`src/hdr_ecc_pkg.sv`:
```
// Shared constants, parity table and carrier types for the header check code
package hdr_ecc_pkg;
  localparam int DATA_W = 24;
  localparam int PAR_W = 6;
  localparam int CHK_W = 8;
  localparam logic [CHK_W-1:0] UNUSED_CHK_MASK = 8'hC0;
  localparam logic [PAR_W-1:0] SYN_ZERO = 6'h00;

  // Parity column of each header data bit, index = data bit position
  localparam logic [PAR_W-1:0] PAR_COL [DATA_W] = '{
    6'h07, 6'h0B, 6'h0D, 6'h0E, 6'h13, 6'h15, 6'h16, 6'h19,
    6'h1A, 6'h1C, 6'h23, 6'h25, 6'h26, 6'h29, 6'h2A, 6'h2C,
    6'h31, 6'h32, 6'h34, 6'h38, 6'h1F, 6'h2F, 6'h37, 6'h3B};

  typedef struct packed {
    logic [DATA_W-1:0] data;
    logic [CHK_W-1:0] chk;
  } header_code_word_type;

  typedef struct packed {
    logic valid;
    header_code_word_type word;
    logic corrected;
    logic uncorrectable;
  } rx_result_type;

  typedef struct packed {
    logic valid;
    header_code_word_type word;
  } tx_result_type;

  // Six parity bits over a header; each bit is the xor of its column members
  function automatic logic [PAR_W-1:0] calc_parity(input logic [DATA_W-1:0] d);
    logic [PAR_W-1:0] p;
    p = SYN_ZERO;
    for (int i = 0; i < DATA_W; i++)
    begin
      if (d[i])
      begin
        p = p ^ PAR_COL[i];
      end
    end
    return p;
  endfunction
endpackage

```
`src/hdr_ecc_decode.sv`:
```
// Combinational syndrome decoder: locates and flips a single bad bit
`timescale 1ns/1ps
`default_nettype none
module hdr_ecc_decode
  import hdr_ecc_pkg::*;
(
  input wire header_code_word_type word_in,
  output header_code_word_type word_out,
  output logic corrected,
  output logic uncorrectable
);
  logic [PAR_W-1:0] syndrome;
  logic [CHK_W-1:0] chk_clean;
  logic hit;

  always_comb
  begin
    chk_clean = word_in.chk & ~UNUSED_CHK_MASK;
    syndrome = calc_parity(word_in.data) ^ chk_clean[PAR_W-1:0];
    word_out.data = word_in.data;
    word_out.chk = chk_clean;
    hit = 1'b0;
    if (syndrome != SYN_ZERO)
    begin
      // Single set bit: only a parity bit was hit
      if ($onehot(syndrome))
      begin
        hit = 1'b1;
        word_out.chk = chk_clean ^ {{(CHK_W-PAR_W){1'b0}}, syndrome};
      end
      for (int i = 0; i < DATA_W; i++)
      begin
        if (syndrome == PAR_COL[i])
        begin
          hit = 1'b1;
          word_out.data[i] = ~word_in.data[i];
        end
      end
    end
    corrected = hit;
    // Unmatched: pass the header untouched, data bits not guessed
    uncorrectable = (syndrome != SYN_ZERO) && !hit;
    if (uncorrectable)
    begin
      word_out.data = word_in.data;
      word_out.chk = chk_clean;
    end
  end
endmodule // hdr_ecc_decode
`default_nettype wire

```
`src/packet_header_secded_ecc.sv`:
```
// Header check-byte generator and checker for link packets
`timescale 1ns/1ps
`default_nettype none
// How it works
// - Host sender appends check code to every header
// - Check code is one byte after header
// - Corrects one flipped bit, detects two
// - Bidirectional peripheral appends same check byte
// - One-way peripheral still repairs single errors
// - Code word is data then parity
// - Syndrome from received data and check bits
// - Zero syndrome passes header unchanged
// - Nonzero syndrome means some bit is wrong
// - Syndrome matching a column locates bad bit
// - One-hot syndrome means parity bit error
// - Six parity bits over 24 data bits
// - Sender drives top two check bits zero
// - Receiver zeroes top two check bits first
// - Each parity bit xors its assigned data bits
module packet_header_secded_ecc
  import hdr_ecc_pkg::*;
(
  input wire logic clk_sys,
  input wire logic reset,
  input wire logic tx_valid,
  input wire logic [DATA_W-1:0] tx_header,
  output logic tx_out_valid,
  output header_code_word_type tx_word,
  input wire logic rx_valid,
  input wire header_code_word_type rx_word,
  output logic rx_out_valid,
  output header_code_word_type rx_fixed,
  output logic rx_corrected,
  output logic rx_uncorrectable
);
  // ------------------------------------------------------------
  // State
  // ------------------------------------------------------------
  typedef struct packed {
    tx_result_type tx;
    rx_result_type rx;
  } state_type;

  state_type state_r;
  state_type state_nxt;
  header_code_word_type dec_word;
  logic dec_corr;
  logic dec_unc;

  hdr_ecc_decode u_decode (
    .word_in(rx_word),
    .word_out(dec_word),
    .corrected(dec_corr),
    .uncorrectable(dec_unc)
  );

  // ------------------------------------------------------------
  // Next state
  // ------------------------------------------------------------
  always_comb
  begin
    state_nxt = state_r;
    state_nxt.tx.valid = tx_valid;
    if (tx_valid)
    begin
      state_nxt.tx.word.data = tx_header;
      // Only six parity bits exist; top two always zero
      state_nxt.tx.word.chk = {2'b00, calc_parity(tx_header)};
    end
    state_nxt.rx.valid = rx_valid;
    if (rx_valid)
    begin
      state_nxt.rx.word = dec_word;
      state_nxt.rx.corrected = dec_corr;
      state_nxt.rx.uncorrectable = dec_unc;
    end
    else
    begin
      state_nxt.rx.corrected = 1'b0;
      state_nxt.rx.uncorrectable = 1'b0;
    end
    if (reset)
    begin
      state_nxt = '0;
    end
  end

  always_ff @(posedge clk_sys)
  begin
    state_r <= state_nxt;
  end

  assign tx_out_valid = state_r.tx.valid;
  assign tx_word = state_r.tx.word;
  assign rx_out_valid = state_r.rx.valid;
  assign rx_fixed = state_r.rx.word;
  assign rx_corrected = state_r.rx.corrected;
  assign rx_uncorrectable = state_r.rx.uncorrectable;
endmodule // packet_header_secded_ecc
`default_nettype wire

```
`config.mk`:
```
export PLATFORM = sky130hd
export DESIGN_NAME = packet_header_secded_ecc
export DESIGN_NICKNAME = d
export VERILOG_FILES = /design/src/hdr_ecc_pkg.sv /design/src/hdr_ecc_decode.sv /design/src/packet_header_secded_ecc.sv
export SDC_FILE = /design/constraint.sdc
export NUM_CORES = 1
export LEC_CHECK = 0
export BUFFER_PORTS_ARGS = -buffer_cell sky130_fd_sc_hd__buf_4
export CAP_MARGIN = 5
export CORE_MARGIN = 2
export CORE_UTILIZATION = 46
export DETAILED_ROUTE_END_ITERATION = 8
export PLACE_DENSITY_LB_ADDON = 0.2
export SLEW_MARGIN = 20
export SYNTH_ARGS = -nofsm -noshare
export SYNTH_HDL_FRONTEND = slang
export SYNTH_SLANG_ARGS = --single-unit
```
`constraint.sdc`:
```
create_clock -name clk_sys -period 8.4 [get_ports clk_sys]
set_clock_uncertainty 0.2 [all_clocks]
set_input_delay 0.84 -clock clk_sys [delete_from_list [all_inputs] [get_ports clk_sys]]
set_output_delay 0.84 -clock clk_sys [all_outputs]
set_load 0.01 [all_outputs]
```
==> run summary, run 1 <==
Max-cap violations in this run came to 0. For the pin with the worst max-slew slack, the measured transition is between 0.8 and 0.9 ns. The time the final worst path needs with I/O delays and setup is 4.91 ns. The diode insertion count for antenna repair came out at 0. The data arrival time of the worst path came out at between 4 and 5 ns. The max-slew headroom at the worst pin came out at between 40% and 50%. The H-tree generated during clock tree synthesis spans 3 levels. The setup fix buffers added after clock tree synthesis came out at 0. The number of synthesized register bits came out at 64. The final critical path takes up between 50% and 60% of the cycle. The post-cts sizing count is 0. The worst setup path is launched from a primary input. The final layout net count is ~650. The HPWL after detailed placement is between 9 and 10 mm. The vias after detailed routing came out at between 4,000 and 5,000.

The number of pins exceeding their max-slew limit in the final report is 0. The growth of design area from synthesis to finish came out at 22.9%. The yosys synthesis warning count is 0.

After clock tree synthesis, the clock-pin slew on the worst setup and hold paths is about 0.070 ns. The filler cell count in the final layout is 883. Setup repair after global routing left no endpoint under its margin. The peak supply drop is approximately 0.28 mV.

The worst register-to-register path begins at rx_fixed[11]$_SDFFE_PP0P_. In this run the worst hold path is classified as reg -> reg. The required time reported for the critical path endpoint came out at 8.46 ns. The post-placement setup slack came out at ~3.3 ns.

The initial utilization of the core area, before any placement, comes to 47.8%. The largest single stage delay on the critical path is roughly 0.75 ns. The critical path class is in -> reg. During placement, the flow inserted port buffers numbering ~120.

The later pin in the worst-skew pair is clocked with a latency of about 0.35 ns. The worst setup path is captured at a register. The hold buffer count at CTS came out at 0. The run finished with clean final reports. No sink is reached through more buffers than the 2 on the longest clock path. The cell depth of the worst flop-to-flop path came out at 2.

The hold path depth is 2. The initial antenna violation count was 0. The number of detailed-routing iterations run before antenna repair came out at 7. The count of endpoints failing setup in the final report came out at 0. The most instantiated flip-flop cell in the synthesis netlist is dfxtp_1. The final hold violation count came out at 0.

Of the post-synthesis cell area, the dominant cell type holds roughly 27%. On the critical path, the stage with the largest delay is an instance of a2111oi_0. The die covers 11,000 sq um.

The static leakage is about 2.6 nW. In this run the critical register-to-register path is captured at rx_fixed[11]$_SDFFE_PP0P_. The maximum number of pins on one net before global-route repair came out at 67. The summed instance area of the synthesized netlist is 4690 sq um. The CTS buffer count is 9. The total power consumption of the routed design came out at between 1.5 and 2 mW. Synthesis instantiated 52 different standard cells from the library. The share of cells above drive strength 1 came out at approximately a quarter. The number of remaining DRC errors came out at 0. The all-layer global routing usage came out at between 20% and 30%. The sequential element share of the synthesized area is 27.3%. In this run the power density over the cells is approximately 300 nW/um^2. The die boundary width is approximately 100 um. Counting flops with an async set or reset pin after synthesis yields a share of 0%. Summed over all layers, the global routing overflow is 0.

The post-layout worst setup margin came out at roughly 3.5 ns. By area the synthesized netlist is led by dfxtp_1 27%, xnor3_1 12%, xnor2_1 7.7%. The root buffer selected by CTS is clkbuf_8. The detail route stage leaves a number of antenna-violating nets equal to 0. The maximum fanout count along the critical path came out at 9. The path with the worst hold slack has its endpoint at rx_fixed[1]$_SDFFE_PP0P_. The post-synthesis instance total is between 400 and 500. The number of ports placed on the die boundary came out at between 100 and 150.

The synthesized area per cell is 9.54 sq um. The cell taking the most area after synthesis is dfxtp_1. The area of the placeable core came out at between 9000 and 10,000 sq um. The count of routing violations after the opening detailed-route iteration came out at ~290. The via count normalized by instance count is roughly 5.6. The CTS tree is done. The via count of the first global-routing pass is roughly 3,800. The critical path goes through buf_4, xor2_1, xnor3_1, xnor3_1, xnor2_1, ha_1, inv_1, fa_1, inv_1, ha_1, xnor2_1, nor3_1, a2111oi_0, nor4bb_1. The vertical die dimension is 105 um. The total wire length after detailed routing is between 10 and 15 mm.

The first global-routing pass estimated roughly 20 mm of wire. Adding up every negative setup slack in the final design gives 0 ns. The weighted congestion at the end of routability-driven global placement is between 0.9 and 1. The reg2reg setup slack came out at 7.33 ns. The number of placement rows is 36.

The top achievable clock speed came out at ~200 MHz. The sink count of the clock tree came out at 64. The startpoint of the worst hold path is rx_fixed[1]$_SDFFE_PP0P_.

The number of flops mapped to enable cells by yosys is 0. The routed length per instance is 17.5 um.
==> cell usage after synthesis, types with 12 or more instances <==
master / n
dfxtp_1: 64
nor2_1: 50
xnor2_1: 41
mux2i_1: 30
clkbuf_1: 28
xnor3_1: 24
nand2_1: 20
nand3_1: 18
a21oi_1: 15
a311oi_1: 14
xor2_1: 14
inv_1: 13
nand2b_1: 13
or4_1: 12
==> cells by family (layout without fill, tap and decap cells) <==
| kind of cell | Yosys count | after routing | synth area share (%) |
|---|---|---|---|
| mux | 30 | 30 | 6.40 |
| flops | 64 | 64 | 27.3 |
| simple gates | 141 | 141 | 15.0 |
| compound gates | 92 | 92 | 15.2 |
| xor+xnor | 89 | 89 | 26.5 |
| buf+inv | 62 | 152 | 5.68 |
| fa+ha+maj | 13 | 13 | 3.79 |
| other cells | 1 | 4 | 0.0799 |
==> cell type report <==
cell class | instances | area (sq um) | share of cell area (%)
tap | 133 | 166 | 2.89
clock buffer | 12 | 145 | 2.52
multi-input combinational | 369 | 3160 | 54.7
timing repair buffer | 121 | 908 | 15.8
clock inverter | 4 | 53.8 | 0.933
sequential | 64 | 1280 | 22.2
inverter | 15 | 56.3 | 0.976
==> state kept, by name, summed over array words and instances, names as in the netlist <==
signal            cells
rx_fixed             30
tx_word              30
rx_corrected          1
rx_out_valid          1
rx_uncorrectable      1
tx_out_valid          1
==> stage by stage <==
step           util, %  area (sq um)  hold WS (ns)  std cells
4_1_cts           58.7          5770         0.284        718
3_5_place_dp      56.7          5570         0.271        702
2_1_floorplan        -          4700         0.290        495
5_1_grt           58.7          5770         0.303        718
3_3_place_gp      56.7          5570         0.262        702
6_report          58.7          5770         0.279        718
==> worst max path at each step <==
| stage | cells after the start | end | from |
|---|---|---|---|
| floorplan | 15 | rx_fixed[2]$_SDFFE_PP0P_ | rx_word[30] |
| global placement | 14 | rx_uncorrectable$_SDFF_PP0_ | rx_word[29] |
| detailed placement | 14 | rx_uncorrectable$_SDFF_PP0_ | rx_word[29] |
| CTS | 14 | rx_uncorrectable$_SDFF_PP0_ | rx_word[29] |
| global route | 14 | rx_uncorrectable$_SDFF_PP0_ | rx_word[29] |
| finish | 14 | rx_uncorrectable$_SDFF_PP0_ | rx_word[29] |
==> layout by cell type, fill, tap and decap left out, types with 3 or more instances in the layout <==
master	instances
inv_1	13
nand3_1	18
ha_1	11
a2111oi_0	3
o221ai_1	8
nand2b_1	13
a311oi_1	14
o41ai_1	4
conb_1	4
a211oi_1	6
and2_1	3
mux2i_1	30
a31oi_1	4
nor2_1	50
o221a_2	7
a21oi_1	15
o21bai_1	4
dfxtp_1	64
o21ai_0	3
o31ai_1	11
nand4_1	3
or4_1	12
clkbuf_8	10
and3_1	10
buf_4	121
xor2_1	14
nand2_1	20
o211ai_1	4
nor2b_1	4
xnor3_1	24
xor3_1	6
xnor2_1	41
==> critical path: cells and delay by family <==
kind                     cells  cell delay, ns
AO/OA/AOI/OAI                1            0.75
XOR/XNOR                     5            1.51
adder cells (fa/ha/maj)      3            1.17
buffers and inverters        3            0.30
AND/OR/NAND/NOR              2            0.39
==> layer usage <==
layer | share of wire, % | routed length (um) | global-route usage [%] | vias to the layer above
li1 | - | - | - | 1944
met1 | 46 | 5730 | 32.4 | 1902
met2 | 45 | 5720 | 33.7 | 164
met3 | 7.0 | 886 | 4.05 | 25
met4 | 2.0 | 250 | 9.24 | 0
met5 | 0 | 0 | 0 | -
==> where the power goes <==
| part | internal [mW] | switching, mW |
|---|---|---|
| Clock | 0.146 | 0.127 |
| Sequential | 0.344 | 0.0196 |
| Combinational | 0.426 | 0.663 |
(Power assumes the default switching activity.)
==> run 2, diff against run 1 <==
==> constraint.sdc (replaced) <==
create_clock -name clk_sys -period 4.2 [get_ports clk_sys]
set_clock_uncertainty 0.2 [all_clocks]
set_input_delay 0.42 -clock clk_sys [delete_from_list [all_inputs] [get_ports clk_sys]]
set_output_delay 0.42 -clock clk_sys [all_outputs]
set_load 0.01 [all_outputs]
==> run 2 against run 1 <==
Worst setup slack got worse by 3.2 ns; clock power increased by 120%; register-to-register slack got worse by 4.2 ns; hold slack got worse by 0.16 ns; sequential cell count unchanged; critical endpoint unchanged; via count increased by 3.2%; utilization increased by 1.5 points; largest power group unchanged.
==> run summary, run 2 (same netlist as run 1, synthesis figures left out) <==
The diode insertion count for antenna repair is 0 (unchanged). The setup fix buffers added after clock tree synthesis came out at 0 (unchanged). The maximum number of pins on one net before global-route repair came to 67 (unchanged). The HPWL after detailed placement is 9.68 mm (was 9.43 mm). Commonest non-fill, non-tap cells in the layout: 138 x buf_4, 64 x dfxtp_1, 50 x nor2_1, 41 x xnor2_1, 30 x mux2i_1 (was 121 x buf_4, 64 x dfxtp_1, 50 x nor2_1, 41 x xnor2_1, 30 x mux2i_1).

The hold path depth is 3 (was 2). The all-layer global routing usage is 24.2% (was 22.7%). The weighted congestion at the end of routability-driven global placement is 0.916 (was 0.915). The time the final worst path needs with I/O delays and setup is slightly below 4 ns. The critical path class is in -> reg (unchanged).

The vertical die dimension came out at 105 um (unchanged). The vias after detailed routing came out at 4,163 (was 4,035). The hold buffer count at CTS came out at 0 (unchanged). The die boundary width is 105 um (unchanged). The growth of design area from synthesis to finish was 26.1% (was 22.9%). The maximum level of the CTS H-tree is 3 (unchanged). The reg2reg setup slack is 3.09 ns (was 7.33 ns).

The post-cts sizing count is 0 (unchanged). The static leakage came out at 2.75 nW (was 2.65 nW). The number of routed nets with antenna violations is 0 (unchanged).

The CTS buffer count was 9 (unchanged). The CTS tree was done (unchanged). The number of remaining DRC errors was 0 (unchanged).

The required time reported for the critical path endpoint is 4.27 ns (was 8.46 ns). The area of the die came to 11,000 sq um (unchanged). The post-placement setup slack is -0.165 ns (was 3.32 ns).

The share of cells above drive strength 1 is 27.6% (was 25.3%). The maximum fanout count along the critical path was 5 (was 9). The initial standard-cell utilization of the core came out at 47.8% (unchanged).

The cell depth of the worst flop-to-flop path came out at 2 (unchanged). The via count normalized by instance count came out at 5.66 (was 5.62). The post-layout worst setup margin came out at 0.280 ns (was 3.49 ns). The filler cell count in the final layout came out at 882 (was 883). The startpoint of the worst hold path was tx_header[14] (was rx_fixed[1]$_SDFFE_PP0P_). The initial antenna violation count is 0 (unchanged). The count of routing violations after the opening detailed-route iteration is 323 (was 285). The area of the placeable core is 9820 sq um (unchanged). The share of the cycle needed by the critical path after routing came out at between 90% and 100%.

The final-layout worst hold slack is 0.120 ns (was 0.279 ns). The peak supply drop came out at 0.628 mV (was 0.283 mV). The number of detailed-routing iterations run before antenna repair is 5 (was 7). The final hold violation count was 0 (unchanged). The transition time of the tightest slew-check pin is 0.681 ns (was 0.859 ns).

The total wire length after detailed routing was 13.2 mm (was 12.6 mm). The via count of the first global-routing pass came out at 3,958 (was 3,815). The final layout net count came to 670 (was 653). The reg-to-reg startpoint is rx_fixed[10]$_SDFFE_PP0P_ (was rx_fixed[11]$_SDFFE_PP0P_). Result of the run: completed (unchanged). The endpoint with the worst hold slack is tx_word[22]$_SDFFE_PP0P_ (was rx_fixed[1]$_SDFFE_PP0P_). The root buffer selected by CTS was clkbuf_8 (unchanged).

The power per standard cell area is 640 nW/um^2 (was 299 nW/um^2). The wire length of the first global-routing pass is 21.0 mm (was 19.9 mm). The number of ports placed on the die boundary is 128 (unchanged). The number of placement rows came out at 36 (unchanged).

The count of endpoints failing setup in the final report is 0 (unchanged). The reg-to-reg endpoint was rx_fixed[10]$_SDFFE_PP0P_ (was rx_fixed[11]$_SDFFE_PP0P_). The max-cap violation count is 0 (unchanged).

The path class of the lowest-slack min-delay path is in -> reg (was reg -> reg). The endpoint kind of the worst setup timing path is a register (unchanged). The final global-route overflow total came out at 0 (unchanged). The most common library cell in the layout ignoring fill and taps was buf_4 (unchanged). The routed length per instance is 18.0 um (was 17.5 um). The count of port buffers added during placement is 121 (unchanged). Unrepaired setup endpoints after global routing: false (unchanged).

The clock insertion delay at the later pin of the skew report is 0.36 ns (was 0.35 ns). The clock transition at the register clock pins on the worst setup and hold paths after CTS came to 0.07 ns (about the same). The sink count of the clock tree is 64 (unchanged).

The max-slew headroom at the worst pin is 54.6% (was 41.2%). Timing would allow up to 255 MHz. The number of buffers on the longest clock path came out at 2 (unchanged). The number of pins exceeding their max-slew limit in the final report came out at 0 (unchanged).

The data arrival time of the worst path was 3.99 ns (was 4.97 ns). The critical path launch point type is a primary input (unchanged).
## run 2: routing by layer
layer	global-route usage, %	vias up	part of all wire (%)
li1	-	1982	-
met4	9.24	0	2.3
met2	35.5	186	45
met1	34.1	1968	45
met5	0	-	0
met3	6.11	27	7.7
## run 2: cell type report
| cell class | instances | area (sq um) | area share (%) |
|---|---|---|---|
| inverter | 15 | 56.3 | 0.951 |
| clock buffer | 11 | 141 | 2.39 |
| multi-input combinational | 369 | 3160 | 53.3 |
| tap | 133 | 166 | 2.81 |
| sequential | 64 | 1280 | 21.6 |
| clock inverter | 5 | 80.1 | 1.35 |
| timing repair buffer | 138 | 1040 | 17.5 |
## run 2: worst max-delay path, cell delays in order
cell	delay, ns
buf_4	0.14
xor2_1	0.19
xnor2_1	0.34
xnor3_1	0.54
xnor2_1	0.17
inv_1	0.09
ha_1	0.18
inv_1	0.06
fa_1	0.53
inv_1	0.05
ha_1	0.20
xnor2_1	0.16
nor3_1	0.09
a2111oi_1	0.44
buf_4	0.19
nor4bb_1	0.21
## run 2: stage by stage
stage / area (sq um) / util (%) / TNS (ns) / power (mW) / instances
floorplan: 4700 / - / 0 / 2.30 / 495
global placement: 5700 / 58.0 / -0.352 / 3.10 / 719
detailed placement: 5700 / 58.0 / -0.322 / 3.15 / 719
CTS: 5920 / 60.3 / 0 / 3.76 / 735
global route: 5920 / 60.3 / 0 / 4.05 / 735
finish: 5920 / 60.3 / 0 / 3.79 / 735
## run 2: power breakdown
group | internal [mW] | switching, mW
registers | 0.688 | 0.0404
clock network | 0.349 | 0.261
logic | 1.08 | 1.37
## run 2: how the worst max path moves through the flow
stage                startpoint                           to  slack (ns)  cells past startpoint
finish              rx_word[28]  rx_uncorrectable$_SDFF_PP0_        0.28                     16
global route        rx_word[29]     rx_fixed[3]$_SDFFE_PP0P_        0.05                     15
CTS                 rx_word[28]  rx_uncorrectable$_SDFF_PP0_        0.16                     16
detailed placement  rx_word[29]  rx_uncorrectable$_SDFF_PP0_       -0.16                     15
global placement    rx_word[28]  rx_uncorrectable$_SDFF_PP0_       -0.19                     16
floorplan           rx_word[30]     rx_fixed[2]$_SDFFE_PP0P_        0.09                     15
==> run 3, diff against run 2 <==
--- a/config.mk
+++ b/config.mk
@@ -10,7 +10,7 @@
 export CORE_MARGIN = 2
 export CORE_UTILIZATION = 46
 export DETAILED_ROUTE_END_ITERATION = 8
-export PLACE_DENSITY_LB_ADDON = 0.2
+export PLACE_DENSITY_LB_ADDON = 0.15
 export SLEW_MARGIN = 20
 export SYNTH_ARGS = -nofsm -noshare
 export SYNTH_HDL_FRONTEND = slang
==> run 3 against run 2 <==
Final cell count rose by 0.54%; combinational power about the same; cell area up 0.89%; register-to-register slack barely moved; critical endpoint is now rx_fixed[3]$_SDFFE_PP0P_; utilization up 0.54 points; sequential cell count unchanged; first-iteration DRC count up 32%; clock-buffer cell count stayed put; largest power group unchanged.
==> run summary, run 3 (same netlist as run 1, synthesis figures left out) <==
Result of the run: completed (unchanged). By instance count, the cell type seen most on the critical path is inv_1. The area of the placeable core is 9820 sq um (unchanged). The count of endpoints failing setup in the final report was 0 (unchanged). The diode insertion count for antenna repair was 0 (unchanged). The reg2reg setup slack came to 3.09 ns (about the same). The final non-filler cell area is 5970 sq um (was 5920 sq um). The final layout net count is 674 (was 670).

The number of detailed-routing iterations run before antenna repair is 5 (unchanged). The via count of the first global-routing pass came out at 4,014 (was 3,958). The combined buffer and inverter count along the critical path came out at 5 (unchanged).

The number of remaining DRC errors is 0 (unchanged). The most common library cell in the layout ignoring fill and taps is buf_4 (unchanged). The data arrival time of the worst path came out at 3.93 ns (was 3.99 ns). The static leakage was 2.78 nW (was 2.75 nW).

The transition time of the tightest slew-check pin came out at 0.715 ns (was 0.681 ns). The time the final worst path needs with I/O delays and setup is 3.92 ns (about the same). The initial standard-cell utilization of the core is 47.8% (unchanged).

The number of ports placed on the die boundary came out at 128 (unchanged). The multi-input gate area in the final layout is 3160 sq um (about the same). The number of pins exceeding their max-slew limit in the final report is 0 (unchanged). The endpoint with the worst hold slack is tx_word[8]$_SDFFE_PP0P_ (was tx_word[22]$_SDFFE_PP0P_). The reg-to-reg startpoint is rx_fixed[10]$_SDFFE_PP0P_ (unchanged). The cell at the slowest stage of the critical path is fa_1 (was xnor3_1). The final hold violation count is 0 (unchanged). The CTS buffer count is 9 (unchanged). Unrepaired setup endpoints after global routing: false (unchanged). The peak supply drop came out at 0.551 mV (was 0.628 mV).

The critical path class was in -> reg (unchanged). The filler cell count in the final layout came out at 878 (was 882). The share of cells above drive strength 1 is 28.1% (was 27.6%). The largest stage delay on the critical path was 0.49 ns (was 0.54 ns).

The hold path depth is 3 (unchanged). The root buffer selected by CTS is clkbuf_8 (unchanged). The growth of design area from synthesis to finish was 27.3% (was 26.1%). The post-cts sizing count is 0 (unchanged). The maximum number of pins on one net before global-route repair is 67 (unchanged). The kind of cell adding the most delay to the critical path is XOR/XNOR gates (unchanged).

The required time reported for the critical path endpoint came out at 4.21 ns (was 4.27 ns). The clock insertion delay at the later pin of the skew report is 0.35 ns (was 0.36 ns). The count of port buffers added during placement is 121 (unchanged).

The final global-route overflow total came out at 0 (unchanged). The endpoint kind of the worst setup timing path is a register (unchanged). The number of routed nets with antenna violations is 0 (unchanged). The share of the cycle needed by the critical path after routing is 93.3% (about the same). The maximum level of the CTS H-tree came out at 3 (unchanged).

The total wire length after detailed routing was 13.0 mm (was 13.2 mm). The area of placed instances came out at 5730 sq um (was 5700 sq um). The vertical die dimension is 105 um (unchanged). The top achievable clock speed is 255 MHz (about the same).

The power per standard cell area is 643 nW/um^2 (was 640 nW/um^2). The CTS tree is done (unchanged). The number of placement rows came out at 36 (unchanged). The routed length per instance is 17.6 um (was 18.0 um).

The HPWL after detailed placement is 9.52 mm (was 9.68 mm). The total power consumption of the routed design is 3.84 mW (was 3.79 mW). The number of buffers on the longest clock path came out at 2 (unchanged). The wire length of the first global-routing pass is 20.7 mm (was 21.0 mm). The hold buffer count at CTS is 0 (unchanged).

The sink count of the clock tree is 64 (unchanged). The maximum fanout count along the critical path came to 5 (unchanged). The cell depth of the worst flop-to-flop path came out at 2 (unchanged). The all-layer global routing usage came to 23.4% (was 24.2%).

The via count normalized by instance count was 5.63 (was 5.66). Commonest non-fill, non-tap cells in the layout: 142 x buf_4, 64 x dfxtp_1, 50 x nor2_1, 41 x xnor2_1, 30 x mux2i_1 (was 138 x buf_4, 64 x dfxtp_1, 50 x nor2_1, 41 x xnor2_1, 30 x mux2i_1). The path class of the lowest-slack min-delay path was in -> reg (unchanged). The combined flip-flop and latch cell area is 1280 sq um (unchanged). The max-slew headroom at the worst pin is 51.9% (was 54.6%). The clock transition at the register clock pins on the worst setup and hold paths after CTS came out at 0.07 ns (about the same). Worst path cell trace: buf_4, xor3_1, xnor3_1, xnor2_1, xnor2_1, inv_1, ha_1, inv_1, fa_1, inv_1, ha_1, nor3_1, buf_4, nand2_1, a311oi_1, a211oi_1 (was buf_4, xor2_1, xnor2_1, xnor3_1, xnor2_1, inv_1, ha_1, inv_1, fa_1, inv_1, ha_1, xnor2_1, nor3_1, a2111oi_1, buf_4, nor4bb_1). The vias after detailed routing was 4,163 (unchanged). The setup TNS was 0 ns (unchanged). The area of the die is 11,000 sq um (unchanged). The max-cap violation count came to 0 (unchanged). The weighted congestion at the end of routability-driven global placement is 0.853 (was 0.916). The reg-to-reg endpoint is rx_fixed[10]$_SDFFE_PP0P_ (unchanged). The setup fix buffers added after clock tree synthesis is 0 (unchanged). The die boundary width came out at 105 um (unchanged). The critical path launch point type is a primary input (unchanged).

The count of routing violations after the opening detailed-route iteration is 425 (was 323). The initial antenna violation count came out at 0 (unchanged). The startpoint of the worst hold path is tx_header[0] (was tx_header[14]).
==> run 3: final cells by class <==
type	count	share of cell area, %
well taps	133	2.79
clock buffers	11	2.37
clock inverters	5	1.74
flip-flops and latches	64	21.5
inverters	15	0.943
multi-input cells	369	52.8
repair buffers	142	17.9
==> run 3: how the worst max path moves through the flow <==
| stage | start | end | slack, ns | depth (start not counted) |
|---|---|---|---|---|
| finish | rx_word[28] | rx_fixed[3]$_SDFFE_PP0P_ | 0.28 | 16 |
| global route | rx_word[28] | rx_uncorrectable$_SDFF_PP0_ | 0.02 | 16 |
| CTS | rx_word[28] | rx_fixed[3]$_SDFFE_PP0P_ | 0.30 | 16 |
| detailed placement | rx_word[28] | rx_fixed[3]$_SDFFE_PP0P_ | -0.06 | 16 |
| global placement | rx_word[28] | rx_fixed[3]$_SDFFE_PP0P_ | -0.03 | 16 |
| floorplan | rx_word[30] | rx_fixed[2]$_SDFFE_PP0P_ | 0.09 | 15 |
==> run 3: metrics by stage <==
step / setup slack, ns / util [%] / hold slack, ns / instances
final: 0.281 / 60.8 / 0.125 / 739
after global routing: 0.0183 / 60.8 / 0.145 / 739
after CTS: 0.304 / 60.8 / 0.118 / 739
after detailed placement: -0.0627 / 58.3 / 0.267 / 723
after global placement: -0.0304 / 58.3 / 0.262 / 723
after floorplan: 0.0940 / - / 0.290 / 495
==> run 3: layer usage <==
metal  routed length, um  track usage, %  share of wire, %
met1                6140            34.8                47
met2                5660            33.4                44
met3                 913            3.74               7.0
met4                 291            9.90               2.2
met5                   0               0                 0
==> run 3: report_power, final <==
part | switching [mW] | total, mW | internal [mW] | leakage (nW)
clock network | 0.261 | 0.672 | 0.411 | 0.124
logic | 1.36 | 2.44 | 1.08 | 2.13
registers | 0.0410 | 0.729 | 0.688 | 0.530
==> run 3: worst register-to-register path, stage by stage (launching register included) <==
cell,delay (ns)
dfxtp_1,0.34
mux2i_1,0.08
a2111oi_0,0.38
